**config.mk**
```make
export PLATFORM = sky130hd
export DESIGN_NAME = slx_exec
export DESIGN_NICKNAME = d
export VERILOG_FILES = /design/src/slx_pkg.sv /design/src/slx_exec.sv
export SDC_FILE = /design/constraint.sdc
export NUM_CORES = 1
export LEC_CHECK = 0
export ABC_CLOCK_PERIOD_IN_PS = 5850
export BUFFER_PORTS_ARGS = -buffer_cell sky130_fd_sc_hd__buf_2
export CAP_MARGIN = 20
export CORE_MARGIN = 3
export CORE_UTILIZATION = 50
export DETAILED_ROUTE_END_ITERATION = 16
export PLACE_DENSITY = 0.78
export REMOVE_ABC_BUFFERS = 1
export SYNTH_ARGS = -nofsm -noshare
export SYNTH_HDL_FRONTEND = slang
export SYNTH_SLANG_ARGS = --single-unit
```
**constraint.sdc**
```tcl
create_clock -name mclk -period 5.85 [get_ports mclk]
set_input_delay 1.17 -clock mclk [delete_from_list [all_inputs] [get_ports mclk]]
set_output_delay 1.17 -clock mclk [all_outputs]
set_load 0.02 [all_outputs]
```
**src/slx_pkg.sv**
```systemverilog
// Constants, encodings and carrier types for the power-down, literal
// subtract and fill-ones execution slice.
// Assumes a core pipeline on the same clock that issues one instruction
// word per four-phase instruction cycle.
package slx_pkg;

    // ****************************************************************
    // Encodings
    // ****************************************************************
    localparam logic [15:0] SLX_OP_POWERDOWN = 16'h0003;
    localparam logic [7:0]  SLX_OP_LITSUB_HI = 8'hB2;
    localparam logic [6:0]  SLX_OP_FILL_HI   = 7'h15;
    localparam int          SLX_FILL_SEL_BIT = 8;
    localparam logic [7:0]  SLX_ALL_ONES     = 8'hFF;

    // ****************************************************************
    // Quarter-cycle phases and reset values
    // ****************************************************************
    localparam logic [1:0]  SLX_Q1           = 2'h0;
    localparam logic [1:0]  SLX_Q4           = 2'h3;
    localparam logic [7:0]  SLX_ACC_RESET    = 8'h00;
    localparam logic        SLX_TO_RESET     = 1'b1;
    localparam logic        SLX_PD_RESET     = 1'b1;

    // ****************************************************************
    // Types
    // ****************************************************************
    typedef struct packed {
        logic overflow_flag;
        logic zero;
        logic digit_carry_flag;
        logic carry;
    } slx_alu_flags_type;

    typedef struct packed {
        logic timeout_status_flag;
        logic powerdown_status_flag;
    } slx_power_flags_type;

    typedef struct packed {
        logic       en;
        logic [7:0] addr;
        logic [7:0] data;
    } slx_file_write_type;

    typedef enum logic [0:0] {
        SLX_RUN,
        SLX_ASLEEP
    } slx_power_state_type;

endpackage
```
**src/slx_exec.sv**
```systemverilog
// Execution slice for power-down, literal-minus-accumulator and fill-ones.
// Assumes the core presents instr_word with instr_valid in phase Q1 and
// that wake inputs are already on mclk (no synchroniser here).
`timescale 1ns/1ps
module slx_exec
    import slx_pkg::*;
(
    input  wire logic                mclk,
    input  wire logic                resetn,
    input  wire logic                instr_valid,
    input  wire logic [15:0]         instr_word,
    input  wire logic                acc_load_en,
    input  wire logic [7:0]          acc_load_data,
    input  wire logic                wake_req,
    input  wire logic                wake_by_watchdog,
    output logic [1:0]               q_phase,
    output logic [7:0]               working_accumulator,
    output slx_alu_flags_type        alu_flags,
    output slx_power_flags_type      power_flags,
    output slx_file_write_type       file_write,
    output logic                     watchdog_clear,
    output logic                     osc_halted
);

    // ****************************************************************
    // Instruction register and decode
    // ****************************************************************
    logic [15:0]          ir;
    logic                 ir_valid;
    slx_power_state_type  pstate;

    wire logic take      = instr_valid && (q_phase == SLX_Q1)
                           && (pstate == SLX_RUN);
    wire logic exec_now  = ir_valid && (q_phase == SLX_Q4);
    wire logic is_pd     = (ir == SLX_OP_POWERDOWN);
    wire logic is_litsub = (ir[15:8] == SLX_OP_LITSUB_HI);
    wire logic is_fill   = (ir[15:9] == SLX_OP_FILL_HI);
    wire logic fill_acc  = is_fill && !ir[SLX_FILL_SEL_BIT];
    wire logic [7:0] lit = ir[7:0];

    // ****************************************************************
    // Subtractor: literal plus inverted accumulator plus one
    // ****************************************************************
    wire logic [8:0] diff  = {1'b0, lit} + {1'b0, ~working_accumulator}
                             + 9'h001;
    wire logic [4:0] ndiff = {1'b0, lit[3:0]}
                             + {1'b0, ~working_accumulator[3:0]} + 5'h01;
    wire logic [7:0] res   = diff[7:0];
    // Overflow when operand signs differ and the result sign leaves k
    wire logic       ovf   = (lit[7] != working_accumulator[7])
                             && (res[7] != lit[7]);

    // Phase counter; frozen at Q1 while the oscillator is stopped
    always_ff @(posedge mclk or negedge resetn) begin
        if (!resetn) begin
            q_phase <= SLX_Q1;
        end else if (pstate == SLX_ASLEEP) begin
            q_phase <= SLX_Q1;
        end else begin
            q_phase <= q_phase + 2'h1;
        end
    end

    // Latch the word in Q1, retire it after Q4
    always_ff @(posedge mclk or negedge resetn) begin
        if (!resetn) begin
            ir       <= 16'h0000;
            ir_valid <= 1'b0;
        end else if (take) begin
            ir       <= instr_word;
            ir_valid <= 1'b1;
        end else if (exec_now) begin
            ir_valid <= 1'b0;
        end
    end

    // ****************************************************************
    // Accumulator; an executing op wins over a core load in the same cycle
    // ****************************************************************
    always_ff @(posedge mclk or negedge resetn) begin
        if (!resetn) begin
            working_accumulator <= SLX_ACC_RESET;
        end else if (exec_now && is_litsub) begin
            working_accumulator <= res;
        end else if (exec_now && fill_acc) begin
            working_accumulator <= SLX_ALL_ONES;
        end else if (acc_load_en) begin
            working_accumulator <= acc_load_data;
        end
    end

    // Arithmetic flags, only the subtract touches them
    always_ff @(posedge mclk or negedge resetn) begin
        if (!resetn) begin
            alu_flags <= '0;
        end else if (exec_now && is_litsub) begin
            alu_flags.overflow_flag    <= ovf;
            alu_flags.carry            <= diff[8];
            alu_flags.digit_carry_flag <= ndiff[4];
            alu_flags.zero             <= (res == 8'h00);
        end
    end

    // File write strobe, one cycle, for fill-ones
    always_ff @(posedge mclk or negedge resetn) begin
        if (!resetn) begin
            file_write <= '0;
        end else begin
            file_write.en   <= exec_now && is_fill;
            file_write.addr <= lit;
            file_write.data <= SLX_ALL_ONES;
        end
    end

    // ****************************************************************
    // Power-down: flags, watchdog clear, oscillator stop and wake
    // ****************************************************************
    wire logic pd_exec  = exec_now && is_pd;
    wire logic wdt_wake = (pstate == SLX_ASLEEP) && wake_req
                          && wake_by_watchdog;

    // Sleep state and oscillator stop; a wake while running is ignored
    always_ff @(posedge mclk or negedge resetn) begin
        if (!resetn) begin
            pstate         <= SLX_RUN;
            osc_halted     <= 1'b0;
            watchdog_clear <= 1'b0;
        end else begin
            watchdog_clear <= pd_exec;
            unique case (pstate)
                SLX_RUN: begin
                    // Stop happens on the Q4 edge of the sleep cycle
                    if (pd_exec) begin
                        pstate     <= SLX_ASLEEP;
                        osc_halted <= 1'b1;
                    end
                end
                SLX_ASLEEP: begin
                    if (wake_req) begin
                        pstate     <= SLX_RUN;
                        osc_halted <= 1'b0;
                    end
                end
            endcase
        end
    end

    // Status flags in a process of their own, so that sleep and a
    // watchdog wake stay the only writers; the two never coincide
    always_ff @(posedge mclk or negedge resetn) begin
        if (!resetn) begin
            power_flags.timeout_status_flag   <= SLX_TO_RESET;
            power_flags.powerdown_status_flag <= SLX_PD_RESET;
        end else if (pd_exec) begin
            power_flags.timeout_status_flag   <= 1'b1;
            power_flags.powerdown_status_flag <= 1'b0;
        end else if (wdt_wake) begin
            power_flags.timeout_status_flag <= 1'b0;
        end
    end
endmodule

```
Word-level counts from Yosys, hierarchy flattened
Index checks and enable logic that the tools add are counted.
{ "classes": {"add_sub_neg": 5, "eq_ne": 8, "muxes": 14, "n_bitwise": 3, "reduce_logical": 18} }
{ "op_table": {"columns": ["cell", "count"], "rows": [
  ["$mux 8", 3],
  ["$eq 16x2->1 const B", 1],
  ["$logic_and 1x1->1", 11],
  ["$add 8x8->9", 1],
  ["$add 9x1->9 const B", 1],
  ["$eq 8x8->1 const B", 1],
  ["$logic_not 8->1", 1],
  ["$mux 1", 8],
  ["$not 8->8", 1],
  ["$eq 7x5->1 const B", 1],
  ["$add 4x4->5", 1],
  ["$add 5x1->5 const B", 1],
  ["$ne 2x2->1 const B", 2],
  ["$not 4->4", 1],
  ["$pmux 1 s2", 2],
  ["$reduce_bool 2->1", 2],
  ["$reduce_bool 3->1", 1],
  ["$add 2x1->2 const B", 1],
  ["$eq 2x2->1 const B", 1],
  ["$logic_not 2->1", 1],
  ["$mux 2", 1],
  ["$ne 1x1->1", 2],
  ["$reduce_and 2->1", 1],
  ["$logic_not 1->1", 1],
  ["$not 1->1", 1]
]} }
{ "totals": {"reg_bits": 46, "in_bits": 30, "output_inout_bits": 35, "elab_cells": 64} }

Longest topological paths before layout
Gate-level depths: netlist of the first run.
{ "depth": {"ltp_word": 5, "mapped_depth": 8} }

Worst setup path before layout of the first run
Ideal clock, no wire load.
{ "synth_timing": {"kind": "register to register", "start": "register working_accumulator[2]", "end": "register alu_flags[2] in the netlist's numbering", "arrival_time_ns": 2.032, "t_required_ns": 5.758, "slack_ns": 3.727, "path_stages_with_launch": 8, "period_less_slack_ns": 2.123, "path_cell_list": "dfrtp_1 > inv_1 > ha_1 > nor2b_4 > o21a_1 > or3_1 > a2111o_1 > o31ai_2"} }
{ "synth_between": {"elab_chain_cells": 4} }
{ "synth_lines": {"columns": ["item", "line", "text"], "rows": [
  ["start: declaration", "slx_exec.sv:17", "output logic [7:0] working_accumulator,"],
  ["start signal: assignment", "slx_exec.sv:84", "working_accumulator <= res;"],
  ["start signal: assignment", "slx_exec.sv:88", "working_accumulator <= acc_load_data;"],
  ["$not 8->8", "slx_exec.sv:44", "wire logic [8:0] diff = {1'b0, lit} + {1'b0, ~working_accumulator}"],
  ["$add 8x8->9", "slx_exec.sv:44", null],
  ["$add 9x1->9", "slx_exec.sv:45", "+ 9'h001;"],
  ["$logic_not 8->1", "slx_exec.sv:100", "alu_flags.zero <= (res == 8'h00);"],
  ["end: declaration", "slx_exec.sv:18", "output slx_alu_flags_type alu_flags,"]
]} }
No other way between the ends.
A chain may end at the register's enable or synchronous reset.

Final worst setup path of the first run
{ "layout_timing": {"start": "register ir[0]", "end": "register alu_flags[2] in the netlist's numbering"} }
{ "layout_between": {"elab_chain_cells": 3} }
{ "layout_lines": {"columns": ["item", "line", "text"], "rows": [
  ["start: declaration", "slx_exec.sv:28", "logic [15:0] ir;"],
  ["start signal: assignment", "slx_exec.sv:70", "ir <= instr_word;"],
  ["$add 8x8->9", "slx_exec.sv:44", null],
  ["$add 9x1->9", "slx_exec.sv:45", null],
  ["$logic_not 8->1", "slx_exec.sv:100", null]
]} }
No other way between the ends.

==> metrics.md, run 1 <==
| Metric | Value |
|---|---|
| Yosys Warn Count | `0` |
| Worst Path Arrival | `2410 ps` |
| Vias | `1558` |
| Share of layout cells above drive strength 1 | `0.375` |
| Fin cells | `298` |
| Die Wd | `72.5 µm` |
| Number of global-route vias before repair | `1587` |
| Total core area | `0.00414 mm²` |
| Die Area | `0.00525 mm²` |
| WS Path Type | `flop to flop` |
| Top-area cell type share of the netlist area | `0.499` |
| Worst reg2reg startpoint | `ir[0]` |
| Total negative slack | `0 ps` |
| FF-to-FF path depth | `8` |
| Leak | `~1.3 nW` |
| GRT Residual Overflow | `0` |
| Unique masters post-synth | `51` |
| Syn Inst Count | `185` |
| Post-DRT Antenna Nets | `0` |
| Crit. End Element | `flop` |
| Hold Path Cell Cnt | `0` |
| Asr flop ratio synth | `1.00` |
| Number of synthesized flops with an enable pin | `0` |
| Hold_sp | `ir[0]` |
| Crit-path max FO | `3` |
| Synth top cells by count | `dfrtp_1, mux2_2, inv_1` |
| Clock skew | `a little under 4 ps` |
| Max cap viols | `0` |
| Post-synthesis cell type with the largest combined area | `dfrtp_1` |
| WP data required | `6060 ps` |
| Fin util | `0.637` |
| Final Cell Area | `0.00264 mm²` |
| Post-CTS setup buffer count | `0` |
| Initial core utilization | `0.533` |
| Initial antenna violation count | `0` |
| Routed wire per std cell | `14.6 µm` |
| CTS root buf | `clkbuf_8` |
| Top cells by area in the synthesized netlist | `dfrtp_1, mux2_2, ha_1` |
| Io pins | `65` |
| Worst min path class | `flop to flop` |
| Initial detailed-routing violation count | `78` |
| Final slew viol count | `0` |
| # resized after CTS | `0` |
| First-pass GRT wire length | `~7300 µm` |
| Count leader, synth | `dfrtp_1` |
| Htree depth | `2` |
| Via-per-instance ratio | `roughly 5.2` |
| Pwr Density | `450 mW/mm²` |
| Seq/Total Area, Yosys | `0.522` |
| # diodes | `0` |
| PortBufs | `64` |
| Routed WL | `4340 µm` |
| GRT Total Usage | `0.179` |
| Nets | `288` |
| Final hold viol count | `0` |
| Main flop type after synthesis | `dfrtp_1` |
| Post-DP HPWL | `3370 µm` |
| Reg-to-reg slack, setup | `3650 ps` |
| Max transition margin | `0.455` |
| # DRC | `0` |
| Placed cells | `between 200 and 300` |
| Slew @ Worst Pin | `815 ps` |
| Number of CTS-inserted buffers | `5` |
| Final min period | `2200 ps` |
| Status | `complete, no violations` |
| Hold endpoint | `file_write[8]` |
| Cell Rows | `23` |
| Drt first pass iters | `4` |
| Layout area overhead | `19.6%` |
| Die Y | `72.5 µm` |
| CP Launch Type | `flop` |
| #FFs+latches synth | `46` |
| Placed inst area | `0.00253 mm²` |
| Worst R2R End | `alu_flags[2]` |
| Largest net degree at the start of global routing | `47` |
| GPL Wtd Cong | `0.840` |
| CTS max path bufs | `2` |
| Clk sink count | `46` |
| CTS Hold Bufs | `0` |
| Setup violators final | `0` |
| TritonCTS clock tree | `built` |
| Peak supply drop | `0.000179 V` |
| Reg clk slew, reported paths | `80 ps` |
| Synth Area per Inst | `11.9 µm²` |
| Mapped cell area | `roughly 0.0022 mm²` |
| Final period util | `0.375` |
| RSZ-0062 raised after global routing | `no` |
| Clock Latency Late Sink | `290 ps` |
| Fmax | `0.455 GHz` |
-- kinds of logic after synthesis --
logic type | Yosys count | share of synthesized area
AOI/OAI and AO/OA | 33 | 0.106
xor gates and xnor gates | 4 | 0.0159
adders and majority gates | 11 | 0.0657
buffers and inverters | 24 | 0.0533
DFF | 46 | 0.522
muxes | 25 | 0.122
other | 1 | 0.00170
and+or+nand+nor | 41 | 0.113
-- cell type report --
type	instances	area [µm²]
Tap cell	50	62.6
Inverter	14	52.6
Multi-Input combinational cell	115	937
Clock inverter	1	8.76
Timing Repair Buffer	65	340
Fill cell	358	1500
Clock buffer	7	86.3
Sequential cell	46	1150
-- worst max-delay path by stage --
stage / from / to / slack (ps) / cells after the start
final: ir[0] / alu_flags[2] / 3650 / 8
after global routing: ir[0] / alu_flags[2] / 3440 / 8
after CTS: ir[0] / alu_flags[2] / 3620 / 8
after detailed placement: instr_valid / ir[8] / 3420 / 3
after global placement: instr_valid / ir[3] / 3440 / 3
after floorplan: file_write[0] / file_write[0] / 3440 / 0
-- power by group --
| group | total (mW) | switching [mW] | leakage [nW] | internal (mW) |
|---|---|---|---|---|
| registers | 0.501 | 0.0812 | 0.557 | 0.419 |
| logic | 0.489 | 0.266 | 0.741 | 0.223 |
| clock network | 0.199 | 0.101 | 0.0489 | 0.0975 |
-- sequential cells by signal, summed over array words and instances, names as in the netlist --
| register | cells |
|---|---|
| working_accumulator | 8 |
| watchdog_clear | 1 |
| power_flags | 2 |
| q_phase | 2 |
| pstate | 1 |
| osc_halted | 1 |
| ir | 16 |
| alu_flags | 4 |
| file_write | 10 |
| ir_valid | 1 |
-- cell usage in the layout, fill, tap and decap left out, types with 2 or more instances in the layout --
cell type,n
clkbuf_8,6
o21a_1,3
xor2_1,2
nor4_1,2
o21ai_0,5
a21oi_1,9
nor2b_1,2
mux2i_1,9
and2_1,2
mux2_2,16
and3_1,2
buf_2,64
nand2_1,7
dfrtp_1,44
inv_1,14
a22oi_1,3
xnor2_1,2
dfstp_2,2
nand3_1,2
a211o_1,2
ha_1,10
nor2_1,10
-- per-stage QoR --
step	power [mW]	setup slack [ps]	hold WS, ps
floorplan	0.855	3440	369
global route	1.28	3440	433
CTS	1.20	3620	415
finish	1.19	3650	410
global placement	0.978	3440	383
detailed placement	0.995	3420	396
-- critical path, cell delays in order (launching register included) --
cell and delay, ps:
dfrtp_1 400, inv_1 80, ha_1 180, fa_1 270
nor2b_4 60, o2111a_1 240, a2111oi_1 470, o211ai_1 170
o31ai_2 250
-- routing by layer --
layer / vias up / track usage / share of wire / wire (µm)
met5: - / 0 / 0 / 0
met4: 0 / 0.0492 / 0.013 / 55
met3: 7 / 0.0471 / 0.063 / 272
met2: 48 / 0.299 / 0.49 / 2140
met1: 728 / 0.231 / 0.43 / 1880
li1: 775 / - / - / -
(Power assumes the default switching activity.)
==> run 2, diff against run 1 <==
Settings changed: ABC_CLOCK_PERIOD_IN_PS 5850 to 2000, CORE_UTILIZATION 50 to 46, PLACE_DENSITY 0.78 to 0.75.
Clock period 5.85 ns to 2 ns, I/O delays scaled along.
==> run 2 against run 1 <==
- the flow now finishes with violations (negative setup slack)
- hold slack got worse by 330 ps
- sequential cell count unchanged
- power rose to 3.2 times the previous value
- critical path depth unchanged
- worst setup slack worse by 3700 ps
- core utilization decreased by 1.6 points
- first-iteration DRC count rose by 51%
- sequential share of layout area decreased by 2.4 points
- critical path type unchanged
- critical endpoint unchanged
==> metrics.md, run 2 (same netlist as run 1, synthesis figures left out) <==
| Metric | Value |
|---|---|
| Fin util | `0.621 (was 0.637)` |
| Worst min path class | `primary input to async pin (was flop to flop)` |
| Area of the multi-input gates | `976 µm² (was 937 µm²)` |
| Post-DRT Antenna Nets | `0 (unchanged)` |
| TritonCTS clock tree | `built (unchanged)` |
| Htree depth | `2 (unchanged)` |
| Routed WL | `4560 µm (was 4340 µm)` |
| Drt first pass iters | `5 (was 4)` |
| Most common cell after layout, fill and taps aside | `buf_2 (unchanged)` |
| Layout area overhead | `26.7% (was 19.6%)` |
| Final min period | `2030 ps (was 2200 ps)` |
| Final setup margin | `-25.8 ps (was 3650 ps)` |
| Peak supply drop | `0.000564 V (was 0.000179 V)` |
| WP data required | `2210 ps (was 6060 ps)` |
| Final slew viol count | `0 (unchanged)` |
| Fin cells | `314 (was 298)` |
| Max reg flops | `16 (unchanged)` |
| Vias | `1663 (was 1558)` |
| Initial antenna violation count | `0 (unchanged)` |
| Initial core utilization | `0.490 (was 0.533)` |
| GRT Total Usage | `0.175 (was 0.179)` |
| Setup violators final | `1 (was 0)` |
| Clk sink count | `46 (unchanged)` |
| Nets | `302 (was 288)` |
| Cell Rows | `24 (was 23)` |
| # diodes | `0 (unchanged)` |
| First-pass GRT wire length | `7580 µm (was 7260 µm)` |
| CTS max path bufs | `2 (unchanged)` |
| Initial detailed-routing violation count | `118 (was 78)` |
| Die Y | `75.3 µm (was 72.5 µm)` |
| Via-per-instance ratio | `5.30 (was 5.23)` |
| Max cap viols | `0 (unchanged)` |
| PortBufs | `64 (unchanged)` |
| GRT Residual Overflow | `0 (unchanged)` |
| Total negative slack | `-25.8 ps (was 0 ps)` |
| Clock skew | `6.60 ps (was 3.92 ps)` |
| Placed cells | `305 (was 289)` |
| Share of layout cells above drive strength 1 | `0.435 (was 0.375)` |
| Clock Latency Late Sink | `290 ps (about the same)` |
| Leak | `1.42 nW (was 1.35 nW)` |
| Pwr Density | `1340 mW/mm² (was 450 mW/mm²)` |
| Largest net degree at the start of global routing | `47 (unchanged)` |
| Io pins | `65 (unchanged)` |
| Final Power | `3.75 mW (was 1.19 mW)` |
| Crit. End Element | `flop (unchanged)` |
| Setup WS pre-CTS | `-134 ps (was 3420 ps)` |
| Number of CTS-inserted buffers | `5 (unchanged)` |
| CTS root buf | `clkbuf_8 (unchanged)` |
| WS Path Type | `flop to flop (unchanged)` |
| Reg clk slew, reported paths | `80 ps (about the same)` |
| # DRC | `0 (unchanged)` |
| Largest regs | `ir x16, file_write x10, working_accumulator x8 (unchanged)` |
| Routed wire per std cell | `14.5 µm (was 14.6 µm)` |
| CP Launch Type | `flop (unchanged)` |
| Fmax | `0.494 GHz (was 0.455 GHz)` |
| Worst Path Arrival | `2230 ps (was 2410 ps)` |
| Crit-path max FO | `3 (unchanged)` |
| Die Wd | `75.3 µm (was 72.5 µm)` |
| Final hold viol count | `0 (unchanged)` |
| Most flop-heavy register | `ir (unchanged)` |
| GPL Wtd Cong | `0.866 (was 0.840)` |
| Failing checks | `negative setup slack` |
| Status | `finished, violations left (was complete, no violations)` |
| Final period util | `1.01 (was 0.375)` |
| Commonest non-fill, non-tap cells in the layout | `buf_2, dfrtp_1, mux2_2 (unchanged)` |
| Number of global-route vias before repair | `1627 (was 1587)` |
| Total core area | `0.00450 mm² (was 0.00414 mm²)` |
| RSZ-0062 raised after global routing | `yes (was no)` |
| Fillers | `378 (was 358)` |
| Post-DP HPWL | `3570 µm (was 3370 µm)` |
| Die Area | `0.00567 mm² (was 0.00525 mm²)` |
| Register area | `0.00115 mm² (unchanged)` |
[run 2: final timing paths]
check / from / to / slack [ps] / depth (start not counted)
setup / recovery: ir[0] / alu_flags[2] / -30 / 8
min in group mclk: wake_req / pstate / 300 / 2
setup reg to reg: ir[0] / alu_flags[2] / -30 / 8
max in group asynchronous: resetn / power_flags[0] / 1640 / 2
hold reg to reg: ir[4] / file_write[12] / 440 / 0
hold / removal: resetn / working_accumulator[5] / 80 / 2
[run 2: timing repair]
action | CTS | global route
hold endpoints to repair | 0 | 0
setup buffers | 1 | 0
gates resized for setup | 6 | 3
pin swaps | 2 | 2
endpoints found under the setup margin | 2 | 5
hold buffers | 0 | 0
[run 2: final cells by class]
cell class              instances  area share
repair buffers                 79       0.159
well taps                      52      0.0233
inverters                      14      0.0188
flip-flops and latches         46       0.412
clock inverters                 1     0.00313
multi-input cells             115       0.349
clock buffers                   7      0.0344
[run 2: metal layers]
metal  GRT usage  up-vias  share of wire
met1       0.229      791           0.43
met2       0.293       62           0.49
met5           0        -              0
li1            -      805              -
met3      0.0467        5          0.077
met4      0.0350        0         0.0046
[run 2: critical path: stages (launching register included)]
cell	delay, ps
dfrtp_1	390
inv_2	80
ha_4	130
fa_2	220
nor2b_4	50
o21a_1	180
or3_1	330
a2111o_1	390
o31ai_2	170
[run 2: stage by stage]
stage	hold WS, ps	instance area, µm²
final	75.4	2800
after global routing	85.9	2800
after CTS	84.0	2780
after detailed placement	393	2650
after global placement	374	2650
after floorplan	104	2140
[run 2: report_power, final]
part / internal, mW / switching [mW] / leakage [nW]
Combinational: 0.814 / 0.882 / 0.810
Sequential: 1.23 / 0.217 / 0.557
Clock: 0.317 / 0.300 / 0.0544
Total: 2.36 / 1.40 / 1.42
==> run 3, diff against run 2 <==
Settings changed: CORE_UTILIZATION 46 to 48, CTS_BUF_LIST from default to sky130_fd_sc_hd__clkbuf_4, PLACE_DENSITY 0.75 to 0.88.
==> run 3 against run 2 <==
- the flow still finishes with violations (negative setup slack)
- via count grew 2.7%
- worst setup slack lost 120 ps
- sequential power is essentially flat
- non-clock buffer count is the same
- clock skew grew 7.6 ps
- sequential share of layout area shrank 0.18 points
- die area shrank 3.8%
- first-iteration DRC count shrank 10%
- global-route usage grew 1.2 points
- register-to-register slack lost 120 ps
- fmax shrank 5.5%
- hold slack gained 140 ps
- largest power group unchanged
==> metrics.md, run 3 (same netlist as run 1, synthesis figures left out) <==
| Metric | Value |
|---|---|
| WHS | `213 ps (was 75.4 ps)` |
| Initial core utilization | `0.504 (was 0.490)` |
| Clk pwr share | `0.178 (was 0.164)` |
| CP Launch Type | `flop (unchanged)` |
| Largest regs | `ir x16, file_write x10, working_accumulator x8 (unchanged)` |
| CTS max path bufs | `2 (unchanged)` |
| Worst Path Arrival | `2440 ps (was 2230 ps)` |
| Total core area | `0.00438 mm² (was 0.00450 mm²)` |
| Io pins | `65 (unchanged)` |
| Nets | `302 (unchanged)` |
| Worst min path class | `primary input to flop (was primary input to async pin)` |
| Placed cells | `302 (was 305)` |
| Number of CTS-inserted buffers | `5 (unchanged)` |
| Crit-path max FO | `3 (unchanged)` |
| Status | `finished, violations left (unchanged)` |
| RSZ-0062 raised after global routing | `yes (unchanged)` |
| Clock skew | `14.2 ps (was 6.60 ps)` |
| Failing checks | `negative setup slack (unchanged)` |
| Htree depth | `2 (unchanged)` |
| Final period util | `1.07 (was 1.01)` |
| Clock Latency Late Sink | `380 ps (was 290 ps)` |
| Max reg flops | `16 (unchanged)` |
| Flop pwr share | `0.369 (was 0.384)` |
| Internal power | `2.47 mW (was 2.36 mW)` |
| PortBufs | `64 (unchanged)` |
| Sw frac | `0.368 (was 0.372)` |
| Leak | `1.42 nW (about the same)` |
| # DRC | `0 (unchanged)` |
| DR top layer | `met4 (unchanged)` |
| Via-per-instance ratio | `5.44 (was 5.30)` |
| Vias | `1708 (was 1663)` |
| Met1 wire length | `1980 µm (was 1950 µm)` |
| Cell Rows | `24 (unchanged)` |
| GRT Residual Overflow | `0 (unchanged)` |
| Final min period | `2140 ps (was 2030 ps)` |
| Crit. End Element | `flop (unchanged)` |
| Commonest non-fill, non-tap cells in the layout | `buf_2, dfrtp_1, mux2_2 (unchanged)` |
| Reg clk slew, reported paths | `140 ps (was 80 ps)` |
| Final slew viol count | `0 (unchanged)` |
| WP data required | `2300 ps (was 2210 ps)` |
| Fin cells | `314 (unchanged)` |
| Number of global-route vias before repair | `1706 (was 1627)` |
| Drt first pass iters | `4 (was 5)` |
| Fin util | `0.641 (was 0.621)` |
| Worst reg2reg startpoint | `ir[0] (unchanged)` |
| Post-DP HPWL | `3390 µm (was 3570 µm)` |
| GPL Wtd Cong | `0.894 (was 0.866)` |
| Layout area overhead | `27.3% (was 26.7%)` |
| Die Wd | `73.8 µm (was 75.3 µm)` |
| WL met3 | `306 µm (was 349 µm)` |
| # diodes | `0 (unchanged)` |
| Largest net degree at the start of global routing | `47 (unchanged)` |
| Fillers | `337 (was 378)` |
| Clk sink count | `46 (unchanged)` |
| Die Area | `0.00545 mm² (was 0.00567 mm²)` |
| Crit. Startpoint | `ir[0] (unchanged)` |
| Final hold viol count | `0 (unchanged)` |
| Pwr Density | `1390 mW/mm² (was 1340 mW/mm²)` |
| Most flop-heavy register | `ir (unchanged)` |
| TritonCTS clock tree | `built (unchanged)` |
| Max cap viols | `0 (unchanged)` |
| Reg-to-reg slack, setup | `-140 ps (was -30 ps)` |
| Peak supply drop | `0.000682 V (was 0.000564 V)` |
| Post-DRT Antenna Nets | `0 (unchanged)` |
| Die Y | `73.8 µm (was 75.3 µm)` |
| Setup violators final | `1 (unchanged)` |
| Routed wire per std cell | `15.2 µm (was 14.5 µm)` |
| Fmax | `0.466 GHz (was 0.494 GHz)` |
| Most common cell after layout, fill and taps aside | `buf_2 (unchanged)` |
| Hold_sp | `wake_req` |
| WS Path Type | `flop to flop (unchanged)` |
| GRT Total Usage | `0.187 (was 0.175)` |
| Logic pwr share | `0.453 (was 0.451)` |
| Initial antenna violation count | `0 (unchanged)` |
| P_sw | `1.44 mW (was 1.40 mW)` |
| Initial detailed-routing violation count | `106 (was 118)` |
| Met2 WL post-DR | `2370 µm (was 2240 µm)` |
| CTS root buf | `clkbuf_4 (was clkbuf_8)` |
| Routed WL | `4760 µm (was 4560 µm)` |
| Final setup margin | `-144 ps (was -25.8 ps)` |
| First-pass GRT wire length | `7680 µm (was 7580 µm)` |
| Share of layout cells above drive strength 1 | `0.431 (was 0.435)` |
-- run 3: cell count changes in the layout (fill, tap and decap cells not counted), sizes merged --
cell	delta
buf	-1
bufinv	+2
dlygate4sd3	+1
clkbuf	-2
-- run 3: worst paths after layout --
kind                                  end  depth (start not counted)
hold reg to reg            file_write[11]                          0
setup reg to reg             alu_flags[2]                          8
setup / recovery             alu_flags[2]                          8
min in group asynchronous      q_phase[1]                          3
hold / removal                     pstate                          2
max in group asynchronous  power_flags[0]                          3
-- run 3: routing by layer --
| layer | vias up | global-route usage |
|---|---|---|
| met5 | - | 0 |
| met4 | 0 | 0.0966 |
| met3 | 12 | 0.0575 |
| met2 | 61 | 0.297 |
| met1 | 827 | 0.226 |
| li1 | 808 | - |
-- run 3: area by class of cell --
class                           count  area, µm²  share of cell area
Inverter                           14       52.6              0.0187
Sequential cell                    46       1150               0.411
Clock inverter                      3       63.8              0.0227
Multi-Input combinational cell    115        990               0.352
Tap cell                           52       65.1              0.0232
Timing Repair Buffer               79        448               0.159
Clock buffer                        5       37.5              0.0134
-- run 3: critical path: stages (launching register included) --
cell and delay (ps):
dfrtp_1 420, inv_2 80, ha_4 130, fa_2 220
nor2b_4 50, o21a_1 210, or3_4 350, a2111o_1 430
o31ai_2 170
-- run 3: what timing repair did --
item | in CTS | in global routing
endpoints found under the hold margin | 44 | 0
hold buffers | 1 | 0
pin swaps | 2 | 2
setup endpoints to repair | 2 | 5
resized for setup | 3 | 6
buffers inserted | 2 | 1
-- run 3: power by group through the flow --
stage               combinational [mW]  sequential [mW]  clock [mW]
floorplan                        0.913             1.59           0
global placement                  1.52             1.45           0
detailed placement                1.56             1.46           0
CTS                               1.64             1.44       0.700
global route                      1.96             1.48       0.738
finish                            1.77             1.44       0.695
-- run 3: metrics by stage --
step	power, mW	setup TNS (ps)	cell area (µm²)	setup WS (ps)
after floorplan	2.50	-123	2140	-123
after global placement	2.97	-89.7	2620	-76.1
after detailed placement	3.02	-239	2620	-149
after CTS	3.77	-133	2760	-133
after global routing	4.18	-277	2810	-249
final	3.90	-144	2810	-144
